**config.mk**
```make
export PLATFORM = sky130hd
export DESIGN_NAME = host_reg_bank
export DESIGN_NICKNAME = d
export VERILOG_FILES = /design/src/verilog/host_reg_bank.v
export VERILOG_INCLUDE_DIRS = /design/src /design/src/verilog
export SDC_FILE = /design/constraint.sdc
export NUM_CORES = 1
export LEC_CHECK = 0
export ABC_CLOCK_PERIOD_IN_PS = 2900
export BUFFER_PORTS_ARGS = -buffer_cell sky130_fd_sc_hd__buf_4
export CORE_ASPECT_RATIO = 0.5
export CORE_UTILIZATION = 38
export DETAILED_ROUTE_END_ITERATION = 7
export PLACE_DENSITY = 0.72
export SLEW_MARGIN = 0
export SYNTH_ARGS = -nofsm -noshare
export SYNTH_HDL_FRONTEND = slang
export SYNTH_SLANG_ARGS = --single-unit
```
**constraint.sdc**
```tcl
create_clock -name clk -period 2.9 [get_ports clk]
set_clock_uncertainty 0.05 [all_clocks]
set_input_delay 0.435 -clock clk [delete_from_list [all_inputs] [get_ports clk]]
set_output_delay 0.435 -clock clk [all_outputs]
set_load 0.01 [all_outputs]
```
**src/verilog/host_reg_bank_regs.vh**
```
// Offsets, field positions, reset values and constants of the host register bank
`ifndef HOST_REG_BANK_REGS_VH
`define HOST_REG_BANK_REGS_VH

`define ADDR_W 7
`define OFF_CMD_IN 7'h00
`define OFF_WAKE_OUT 7'h01
`define OFF_NWAKE_OUT 7'h02
`define OFF_STDBG_OUT 7'h03
`define OFF_RSVD_GAP 7'h04
`define OFF_CORE_CTRL 7'h05
`define OFF_PORT_ACT 7'h06
`define OFF_IRQ_CTRL 7'h07
`define OFF_SCRATCH_LO 7'h08
`define OFF_SCRATCH_HI 7'h13
`define OFF_RST_REQ 7'h14
`define OFF_EVT_REQ 7'h15
`define OFF_PROTO_CTRL 7'h16
`define OFF_PWR_STATE 7'h17
`define OFF_CRC_B0 7'h18
`define OFF_CRC_B3 7'h1B

`define RST_CTRL 8'h00
`define RST_SCRATCH 96'h0
`define CRC_SEED 32'hFFFFFFFF

`define EVT_REQ_BIT 0
`define ST_POWER_BIT 0
`define ST_CMD_BUSY_BIT 1
`define ST_WAKE_PEND_BIT 2
`define ST_NWAKE_PEND_BIT 3
`define ST_STDBG_PEND_BIT 4
`define ST_I2C_BIT 5

`define CH_CMD 2'd0

`endif

```
**src/verilog/host_reg_bank.v**
```verilog
// Host-facing register bank: channels, control, scratch, status and channel CRC
//
// Operation
// - Every host to core exchange passes only through this register bank.
// - Read-write registers accept host reads and host writes.
// - Read-only registers return values; host writes to them are ignored.
// - One register map serves both SPI and I2C host protocols.
// - Offset 0x00 is write-only command input channel to the core.
// - Offset 0x01 reads bytes from the wake-up FIFO channel.
// - Offset 0x02 reads bytes from the non-wake-up FIFO channel.
// - Offset 0x03 reads status and debug packet bytes.
// - Offset 0x05 is read-write core behaviour control.
// - Offset 0x06 is read-write host interface action control.
// - Offset 0x07 is read-write interrupt output control and masks.
// - Offsets 0x08-0x13 are host read-write scratch, core read-only.
// - Offset 0x14 is read-write core reset request.
// - Offset 0x15 is read-write timestamp event request.
// - Offset 0x16 is read-write SPI mode and I2C watchdog control.
// - Offset 0x17 reads power, protocol and channel state.
// - Offsets 0x18-0x1B read the CRC of the last used channel.
// - Writing one to event request bit zero pulses core event interrupt.
// - Command packets are two-byte code, two-byte length, optional parameters.
// - Output channels return zero when no data is pending.
`timescale 1ns/1ps
`default_nettype none
`include "host_reg_bank_regs.vh"

module host_reg_bank #(
  parameter [31:0] CRC_POLY = 32'hEDB88320
) (
  // Clock and reset
  input wire clk,
  input wire srst,
  // Byte access from the SPI or I2C slave front end
  input wire [`ADDR_W-1:0] host_addr,
  input wire host_wr,
  input wire host_rd,
  input wire [7:0] host_wdata,
  output reg [7:0] host_rdata,
  output reg host_rvalid,
  // Front end and power state
  input wire host_is_i2c,
  input wire core_powered,
  // Command channel towards the core DMA
  output reg [7:0] cmd_data,
  output reg cmd_valid,
  input wire cmd_ready,
  output reg cmd_overflow,
  // Output channels from the core DMA, wake-up in the low byte
  input wire [23:0] out_data,
  input wire [2:0] out_valid,
  output reg [2:0] out_pop,
  output reg [2:0] out_underflow,
  // Control values seen by the core
  output reg [7:0] core_ctrl,
  output reg [7:0] port_act_ctrl,
  output reg [7:0] irq_ctrl,
  output reg [95:0] scratch,
  output reg [7:0] rst_req,
  output reg [7:0] evt_req,
  output reg [7:0] proto_ctrl,
  output reg host_ev_irq
);

  reg [31:0] crc_q;
  reg [31:0] crc_d;
  reg [1:0] last_ch_q;
  reg [1:0] crc_ch;
  reg [7:0] crc_byte_in;
  reg crc_en;
  reg [7:0] rd_mux;
  reg [7:0] status_d;
  reg [2:0] pop_d;
  reg [2:0] uflow_d;
  reg [3:0] scr_idx;
  // Reset image of the scratch bytes, sliced per byte below
  wire [95:0] scratch_rst = `RST_SCRATCH;

  wire wr_cmd = host_wr && (host_addr == `OFF_CMD_IN);
  wire in_scratch = (host_addr >= `OFF_SCRATCH_LO) && (host_addr <= `OFF_SCRATCH_HI);
  wire in_crc = (host_addr >= `OFF_CRC_B0) && (host_addr <= `OFF_CRC_B3);
  // Only read-write offsets and the command input decode to a write strobe, so read-only ones never change
  wire wr_core_ctrl = host_wr && (host_addr == `OFF_CORE_CTRL);
  wire wr_port_act = host_wr && (host_addr == `OFF_PORT_ACT);
  wire wr_irq_ctrl = host_wr && (host_addr == `OFF_IRQ_CTRL);
  wire wr_rst_req = host_wr && (host_addr == `OFF_RST_REQ);
  wire wr_evt_req = host_wr && (host_addr == `OFF_EVT_REQ);
  wire wr_proto_ctrl = host_wr && (host_addr == `OFF_PROTO_CTRL);

  // Byte-wise reflected CRC; the polynomial is a parameter
  function [31:0] crc_step;
    input [31:0] c;
    input [7:0] d;
    integer i;
    reg [31:0] t;
    begin
      t = c;
      for (i = 0; i < 8; i = i + 1) begin
        if (t[0] ^ d[i]) begin
          t = (t >> 1) ^ CRC_POLY;
        end else begin
          t = t >> 1;
        end
      end
      crc_step = t;
    end
  endfunction

  // Output channel pops: an empty channel answers zero and flags underflow
  genvar g;
  generate
    for (g = 0; g < 3; g = g + 1) begin : g_out
      wire rd_hit = host_rd && (host_addr == (`OFF_WAKE_OUT + g));
      always @* begin
        pop_d[g] = 1'b0;
        uflow_d[g] = 1'b0;
        if (rd_hit) begin
          pop_d[g] = out_valid[g];
          uflow_d[g] = ~out_valid[g];
        end
      end
    end
  endgenerate

  // Scratch bytes, low byte at the lowest offset
  generate
    for (g = 0; g < 12; g = g + 1) begin : g_scr
      wire wr_hit = host_wr && (host_addr == (`OFF_SCRATCH_LO + g));
      always @(posedge clk) begin
        if (srst) begin
          scratch[8*g +: 8] <= scratch_rst[8*g +: 8];
        end else if (wr_hit) begin
          scratch[8*g +: 8] <= host_wdata;
        end
      end
    end
  endgenerate

  // Host status: power, protocol and channel activity
  // Bits 6 and 7 are unused and read as zero
  always @* begin
    status_d = 8'h00;
    status_d[`ST_POWER_BIT] = core_powered;
    status_d[`ST_CMD_BUSY_BIT] = cmd_valid;
    status_d[`ST_WAKE_PEND_BIT] = out_valid[0];
    status_d[`ST_NWAKE_PEND_BIT] = out_valid[1];
    status_d[`ST_STDBG_PEND_BIT] = out_valid[2];
    status_d[`ST_I2C_BIT] = host_is_i2c;
  end

  // Read mux; the command channel and reserved gap read as zero
  always @* begin
    scr_idx = host_addr[3:0] - 4'h8;
    rd_mux = 8'h00;
    if (in_scratch) begin
      // Scratch byte k sits at offset 0x08 plus k
      rd_mux = scratch[8*scr_idx +: 8];
    end else if (in_crc) begin
      // CRC byte n sits at offset 0x18 plus n
      rd_mux = crc_q[8*host_addr[1:0] +: 8];
    end else begin
      // Channel, control and status bytes: an empty channel reads zero
      case (host_addr)
        `OFF_WAKE_OUT: begin
          rd_mux = out_valid[0] ? out_data[7:0] : 8'h00;
        end
        `OFF_NWAKE_OUT: begin
          rd_mux = out_valid[1] ? out_data[15:8] : 8'h00;
        end
        `OFF_STDBG_OUT: begin
          rd_mux = out_valid[2] ? out_data[23:16] : 8'h00;
        end
        `OFF_CORE_CTRL: begin
          rd_mux = core_ctrl;
        end
        `OFF_PORT_ACT: begin
          rd_mux = port_act_ctrl;
        end
        `OFF_IRQ_CTRL: begin
          rd_mux = irq_ctrl;
        end
        `OFF_RST_REQ: begin
          rd_mux = rst_req;
        end
        `OFF_EVT_REQ: begin
          rd_mux = evt_req;
        end
        `OFF_PROTO_CTRL: begin
          rd_mux = proto_ctrl;
        end
        `OFF_PWR_STATE: begin
          rd_mux = status_d;
        end
        default: begin
          rd_mux = 8'h00;
        end
      endcase
    end
  end

  // CRC source: a command write takes precedence over a pop in the same cycle
  always @* begin
    crc_en = 1'b0;
    crc_ch = `CH_CMD;
    crc_byte_in = host_wdata;
    if (wr_cmd) begin
      crc_en = 1'b1;
    end else if (pop_d[0]) begin
      crc_en = 1'b1;
      crc_ch = 2'd1;
      crc_byte_in = out_data[7:0];
    end else if (pop_d[1]) begin
      crc_en = 1'b1;
      crc_ch = 2'd2;
      crc_byte_in = out_data[15:8];
    end else if (pop_d[2]) begin
      crc_en = 1'b1;
      crc_ch = 2'd3;
      crc_byte_in = out_data[23:16];
    end
  end

  // Switching channels restarts the CRC from the seed
  always @* begin
    crc_d = crc_q;
    if (crc_en) begin
      if (crc_ch != last_ch_q) begin
        crc_d = crc_step(`CRC_SEED, crc_byte_in);
      end else begin
        crc_d = crc_step(crc_q, crc_byte_in);
      end
    end
  end

  // A channel switch restarts from the seed so the host sees one transfer's CRC
  always @(posedge clk) begin
    if (srst) begin
      crc_q <= `CRC_SEED;
    end else if (crc_en) begin
      crc_q <= crc_d;
    end
  end

  always @(posedge clk) begin
    if (srst) begin
      last_ch_q <= `CH_CMD;
    end else if (crc_en) begin
      last_ch_q <= crc_ch;
    end
  end

  // Host read answer one cycle after the strobe; data is zero outside the answer cycle
  always @(posedge clk) begin
    if (srst) begin
      host_rdata <= 8'h00;
      host_rvalid <= 1'b0;
    end else begin
      host_rvalid <= host_rd;
      host_rdata <= host_rd ? rd_mux : 8'h00;
    end
  end

  // Channel advance and empty-read pulses towards the core DMA
  always @(posedge clk) begin
    if (srst) begin
      out_pop <= 3'b000;
    end else begin
      out_pop <= pop_d;
    end
  end

  always @(posedge clk) begin
    if (srst) begin
      out_underflow <= 3'b000;
    end else begin
      out_underflow <= uflow_d;
    end
  end

  // Command bytes go straight to the core; framing is left to its DMA
  always @(posedge clk) begin
    if (srst) begin
      cmd_data <= 8'h00;
    end else if (wr_cmd) begin
      cmd_data <= host_wdata;
    end
  end

  // A new write wins over a claim in the same cycle, so no byte vanishes unseen
  always @(posedge clk) begin
    if (srst) begin
      cmd_valid <= 1'b0;
    end else if (wr_cmd) begin
      cmd_valid <= 1'b1;
    end else if (cmd_ready) begin
      cmd_valid <= 1'b0;
    end
  end

  // No buffer here: a byte arriving while one is unclaimed replaces it
  always @(posedge clk) begin
    if (srst) begin
      cmd_overflow <= 1'b0;
    end else begin
      cmd_overflow <= wr_cmd && cmd_valid && !cmd_ready;
    end
  end

  // Host read-write control registers, one per offset
  always @(posedge clk) begin
    if (srst) begin
      core_ctrl <= `RST_CTRL;
    end else if (wr_core_ctrl) begin
      core_ctrl <= host_wdata;
    end
  end

  always @(posedge clk) begin
    if (srst) begin
      port_act_ctrl <= `RST_CTRL;
    end else if (wr_port_act) begin
      port_act_ctrl <= host_wdata;
    end
  end

  always @(posedge clk) begin
    if (srst) begin
      irq_ctrl <= `RST_CTRL;
    end else if (wr_irq_ctrl) begin
      irq_ctrl <= host_wdata;
    end
  end

  always @(posedge clk) begin
    if (srst) begin
      rst_req <= `RST_CTRL;
    end else if (wr_rst_req) begin
      rst_req <= host_wdata;
    end
  end

  always @(posedge clk) begin
    if (srst) begin
      evt_req <= `RST_CTRL;
    end else if (wr_evt_req) begin
      evt_req <= host_wdata;
    end
  end

  always @(posedge clk) begin
    if (srst) begin
      proto_ctrl <= `RST_CTRL;
    end else if (wr_proto_ctrl) begin
      proto_ctrl <= host_wdata;
    end
  end

  // Event request value is kept as written; the core sees a one-cycle pulse
  always @(posedge clk) begin
    if (srst) begin
      host_ev_irq <= 1'b0;
    end else begin
      host_ev_irq <= wr_evt_req && host_wdata[`EVT_REQ_BIT];
    end
  end

endmodule // host_reg_bank
`default_nettype wire

```
Word level (Yosys, flattened, before mapping)
Cells that the tools add are included.
{"block": "totals", "in_bits": 49, "ff_bits": 204, "out_inout_bits": 170}
{"block": "op_classes", "eq_ne": 23, "muxes": 68, "reduce_logical": 34, "n_addsub": 1, "order_cmp": 4, "bitwise_logic": 37, "n_shift": 2}
{"cell": "$mux W32", "n": 45}
{"cell": "$not A13 Y14", "n": 15}
{"cell": "$shiftx A96 B8 Y8", "n": 1}
{"cell": "$pmux W8 S10", "n": 1}
{"cell": "$mux W8", "n": 9}
{"cell": "$eq A7 B4 Y1 const B", "n": 8}
{"cell": "$eq A7 B5 Y1 const B", "n": 8}
{"cell": "$shiftx A32 B6 Y8", "n": 1}
{"cell": "$logic_and A1 B1 Y1", "n": 27}
{"cell": "$eq A7 B3 Y1 const B", "n": 3}
{"cell": "$xor A1 B1 Y1", "n": 15}
{"cell": "$eq A7 B2 Y1 const B", "n": 2}
{"cell": "$le A7 B5 Y1 const B", "n": 2}
{"cell": "$mux W1", "n": 9}
{"cell": "$mux W2", "n": 4}
{"cell": "$reduce_or A2 Y1", "n": 4}
{"cell": "$eq A7 B1 Y1 const B", "n": 1}
{"cell": "$ge A7 B4 Y1 const B", "n": 1}
{"cell": "$ge A7 B5 Y1 const B", "n": 1}
{"cell": "$logic_not A7 Y1", "n": 1}
{"cell": "$not A1 Y1", "n": 7}
{"cell": "$sub A4 B4 Y4 const B", "n": 1}
{"cell": "$ne A2 B2 Y1", "n": 1}
{"cell": "$reduce_bool A2 Y1", "n": 1}
{"cell": "$logic_not A1 Y1", "n": 1}

Longest topological paths before layout
{"block": "logic_depth", "ltp_word": 38, "ltp_mapped": 12}

Worst setup path after synthesis
OpenSTA, ideal clock, no wires.
{"block": "synth_path", "kind": "input to register", "start": "in host_rd", "end": "reg crc_q[27]", "stages": 11, "setup_ns": 0.122, "n_path_buf": 2, "setup_slack_ns": -0.185, "t_required_ns": 2.728, "arrival_time_ns": 2.913, "path_cell_list": "buf_2 -> and4b_1 -> buf_2 -> nand3_1 -> o21ai_0 -> a221oi_4 -> xnor2_2 -> xnor3_1 -> xnor2_1 -> nand2_1 -> a221o_1"}
{"block": "synth_between", "elab_chain_len": 28, "word_cells_on_any_way": 74, "classes_between": "eq/ne (1); mux (54); bitwise (16); reduce/logical (3)"}
{"item": "start, declared", "line": "host_reg_bank.v:37", "text": "input wire host_rd,"}
{"item": "$logic_and A1 B1 Y1", "line": "host_reg_bank.v:113", "text": "wire rd_hit = host_rd && (host_addr == (`OFF_WAKE_OUT + g));"}
{"item": "$mux W1", "line": "host_reg_bank.v:117", "text": "if (rd_hit) begin"}
{"item": "$mux W8", "line": "host_reg_bank.v:216", "text": "end else if (pop_d[2]) begin"}
{"item": "$mux W8", "line": "host_reg_bank.v:212", "text": "end else if (pop_d[1]) begin"}
{"item": "$mux W8", "line": "host_reg_bank.v:208", "text": "end else if (pop_d[0]) begin"}
{"item": "$mux W8", "line": "host_reg_bank.v:206", "text": "if (wr_cmd) begin"}
{"item": "$xor A1 B1 Y1", "line": "host_reg_bank.v:99", "text": "if (t[0] ^ d[i]) begin"}
{"item": "$mux W32", "line": "host_reg_bank.v:99"}
{"item": "[12 not listed]"}
{"item": "$mux W32", "line": "host_reg_bank.v:227", "text": "if (crc_ch != last_ch_q) begin"}
{"item": "$mux W32", "line": "host_reg_bank.v:226", "text": "if (crc_en) begin"}
{"item": "$mux W32", "line": "host_reg_bank.v:99"}
{"item": "$mux W32", "line": "host_reg_bank.v:227"}
{"item": "$mux W32", "line": "host_reg_bank.v:226"}
{"item": "$xor A1 B1 Y1", "line": "host_reg_bank.v:99"}
{"item": "$mux W32"}
{"item": "$mux W32", "line": "host_reg_bank.v:227"}
{"item": "end signal, assigned", "line": "host_reg_bank.v:238", "text": "crc_q <= `CRC_SEED;"}
{"item": "end signal, assigned", "line": "host_reg_bank.v:240", "text": "crc_q <= crc_d;"}
{"item": "end, declared", "line": "host_reg_bank.v:65", "text": "reg [31:0] crc_q;"}
Several ways; a longest one is shown, not always the timed one. The select of a mux whose other input is x is not followed.
A chain may end at the register's enable or synchronous reset.

Worst setup path after layout
{"block": "layout_path", "start": "in host_addr[0]", "end": "reg crc_q[23]"}
{"block": "layout_between", "elab_chain_len": 36, "word_cells_on_any_way": 90, "classes_between": "eq/ne (4); mux (60); bitwise (21); reduce/logical (5)"}
{"item": "start, declared", "line": "host_reg_bank.v:35", "text": "input wire [`ADDR_W-1:0] host_addr,"}
{"item": "$eq A7 B2 Y1", "line": "host_reg_bank.v:113"}
{"item": "$logic_and A1 B1 Y1", "line": "host_reg_bank.v:113"}
{"item": "$mux W1", "line": "host_reg_bank.v:117"}
{"item": "$mux W8", "line": "host_reg_bank.v:216"}
{"item": "$mux W8", "line": "host_reg_bank.v:212"}
{"item": "$mux W8", "line": "host_reg_bank.v:208"}
{"item": "$mux W8", "line": "host_reg_bank.v:206"}
{"item": "$xor A1 B1 Y1", "line": "host_reg_bank.v:99"}
{"item": "[20 not listed]"}
{"item": "$mux W32", "line": "host_reg_bank.v:226"}
{"item": "$not A13 Y14 (no source line)"}
{"item": "$mux W32", "line": "host_reg_bank.v:99"}
{"item": "$mux W32", "line": "host_reg_bank.v:227"}
{"item": "$mux W32", "line": "host_reg_bank.v:226"}
{"item": "$not A13 Y14 (no source line)"}
{"item": "$mux W32"}
{"item": "$mux W32", "line": "host_reg_bank.v:227"}
Several ways; a longest one is shown, not always the timed one. The select of a mux whose other input is x is not followed.

==> results.md <==
- Status: finished, final reports clean
- Post-CTS setup buffers: 0
- First-pass GRT wire length: 62200 microns
- Die area: 29700 sq um
- Mapped Avg Cell Area: 9.58 sq um
- Biggest area consumer among synthesized cells: dfxtp_1
- Critical path class: input port to flop
- Share of layout cells above drive strength 1: 33.2%
- Number of cells on the worst reg-to-reg path: 7
- All-Layer GR Usage: 27.5%
- CP Launch Type: input port
- Post-route insts no fill: 1862
- CTS clk-pin slew, worst paths: around 0.070 ns
- Starting Density: between 30% and 40%
- Routability cong.: 1.01
- # diodes: 0
- Final setup viols: 0
- CTS Hold Bufs: 0
- Final wirelength: about 42000 microns
- Critical path's most frequent cell: buf_4
- Yosys cell types: 80
- Avg WL per Cell: around 22 microns
- Area growth, synth to finish: 34.7%
- Final core occ: 52.9%
- Maximum clock path buffer count: 3
- Placed insts: approximately 1800
- Seq/Total Area, Yosys: 37.1%
- Clock sink total: 204
- Slowest CP cell: or3b_4
- Max-cap viol count: 0
- CTS tree: built
- Grt ovf: 0
- Fill cells: 2530
- DR pass1 iterations: 6
- Die W: 243 microns
- Largest net degree at the start of global routing: 117
- Routed via count: 10400
- Peak Freq: 370 MHz
- Minimum clock period: approximately 2.7 ns
- HPWL Detailed: 31800 microns
- VDD IR-drop max: 472 uV
- Max incr delay on CP: between 0.4 and 0.5 ns
- Leakage: about 0.0063 uW
- RSZ-0062 raised after global routing: no
- Worst Hold Depth: 3
- IO Pins: 219
- Post-route ant nets: 0
- Setup WS post-layout: 0.195 ns
- Initial antenna violation count: 0
- CTS Buf Count: 21
- Pre-CTS setup slack: -0.298 ns
- R2R Path Start: crc_q[6]
- CTS Root Cell: clkbuf_16
- Fraction of registers with async set/reset: 0%
- #FFs+latches synth: 204
- Synth warn: 0
- Crit path capture type: flop
- Hold endpoint: cmd_overflow
- Core ar.: 28100 sq um
- Final max-slew violation count: 0
- Final #Nets: ~1500
- H-Tree Depth: 1
- Mapped Cells: 1151
- Die Y-Extent: 122 microns
- Clk_lat worst skew: 0.53 ns
- FP Rows: 43
- Pwr/cell area: roughly 460 nW/um^2
- R2R setup slack: 0.46 ns
- Vias in the first global route: between 9000 and 10000
- I/O Buffers: 218
- Yosys top cell area share: 37.1%
- Reg2reg end: crc_q[23]
- Syn_nets: 1200
- Crit path max fanout: 9
- Data arrival, critical path: about 3 ns
- Top cells by area, synth: dfxtp_1 (37%), mux2i_1 (13%), nor2_1 (7.4%)
- Worst Max-Slew Pin Slew: 0.779 ns
- CTS resizes: 0
- Synth Flop Type: dfxtp_1
- Critical Path RT: 3.25 ns
- Tcrit/Tclk final: between 90 and 100%
- Via density: 5.60
- EDFF count, synth: 0
- WHS: 0.151 ns
- DRC: 0
- Slew HR: 47.9%
- Synth Cell Area: 11000 sq um
- Hold Startpoint: cmd_ready
- Worst hold path class: input port to flop
- Worst path cell trace: buf_4 > buf_4 > or3b_4 > nand2_2 > o21ai_4 > a221oi_4 > buf_4 > o221ai_2 > xnor2_2 > buf_4 > xor2_2 > mux2i_1 > a31oi_1
- Final hold vios: 0
- Iter 0 DRT Violations: 930
[Yosys cell counts (7+ instances only)]
cell      instances
nor2_1          216
nand2_1          63
mux4_2           35
dfxtp_1         204
mux2i_1         145
xnor2_1          86
a22oi_1          13
o21ai_0          15
clkbuf_1         67
xor2_1           23
buf_1             9
nor3_1           11
a21oi_1          49
nand3_1          31
o21ai_1           7
nand4_1           7
a221oi_1         10
a211o_1          17
buf_2             9
[worst max path at each step]
stage	startpoint	to	slack [ns]
2_1_floorplan	host_addr[0]	crc_q[27]	-0.04
3_3_place_gp	host_addr[5]	crc_q[23]	-0.27
3_5_place_dp	host_addr[5]	crc_q[23]	-0.30
4_1_cts	host_addr[0]	crc_q[23]	0.23
5_1_grt	host_addr[0]	crc_q[23]	0.08
6_report	host_addr[0]	crc_q[23]	0.19
[where the power goes]
| group | switching, uW | internal, uW |
|---|---|---|
| registers | 12.2 | 2810 |
| clock network | 1220 | 1680 |
| logic | 562 | 524 |
[cell usage in the layout (no fill, tap or decap), types with 5 or more instances in the layout]
cell type,netlist,final
mux2i_1,145,145
a31oi_1,5,5
o21ai_0,15,15
xnor2_2,5,6
o22ai_1,6,5
nand3_1,31,31
a22oi_1,13,13
o21ai_1,7,7
clkbuf_16,0,21
xnor2_1,86,85
nor2_1,216,215
a22o_1,5,5
nand4_1,7,7
buf_4,1,377
nand2_1,63,62
a21oi_1,49,49
nor2b_1,5,5
nor3_1,11,11
xnor3_1,6,6
mux4_2,35,35
xor2_1,23,23
buf_12,0,5
a221oi_1,10,9
and3_1,5,5
a211o_1,17,17
dfxtp_1,204,204
a211oi_1,6,5
nand2b_1,6,6
[cell families after synthesis]
family                 count (synthesis)  share of synthesized area, %
AND/OR/NAND/NOR                      371                          15.1
flip-flops                           204                          37.1
multiplexers                         182                          20.5
AO/OA/AOI/OAI                        172                          11.6
XOR/XNOR                             129                          12.3
buffers and inverters                 93                          3.44
[cell type report]
type                    instances  area [sq um]  share of cell area, %
well taps                     382           478                   3.22
flip-flops and latches        204          4080                   27.5
inverters                       5          18.8                  0.126
clock buffers                  27           578                   3.89
repair buffers                382          2930                   19.7
clock inverters                 8           128                  0.860
multi-input cells             854          6630                   44.6
[flip-flops by register name, indices dropped and copies added, names as in the netlist, 8 cells and up]
register and cells:
scratch 96, irq_ctrl 8, core_ctrl 8, port_act_ctrl 8
evt_req 8, cmd_data 8, rst_req 8, host_rdata 8
proto_ctrl 8, crc_q 32
[worst max-delay path: cells and delay by family]
| family | cells | cell delay, ns |
|---|---|---|
| compound gates | 4 | 0.66 |
| simple gates | 2 | 0.54 |
| xor+xnor | 2 | 0.50 |
| mux | 1 | 0.25 |
| buf+inv | 4 | 0.66 |
[per-layer routing]
layer  vias up  GRT usage (%)  share of wire (%)
met3        95           4.72                7.0
li1       4698              -                  -
met5         -              0                  0
met1      5200           35.9                 42
met2       443           46.6                 47
met4         0           9.20                3.2
[through the flow]
step / cell area [sq um] / setup TNS (ns) / total power (uW)
floorplan: 11100 / -0.739 / 3530
global placement: 14100 / -4.31 / 3950
detailed placement: 14100 / -5.11 / 3960
CTS: 14800 / 0 / 6850
global route: 14800 / 0 / 7020
finish: 14800 / 0 / 6810
Power figures use the tool's default switching activity.
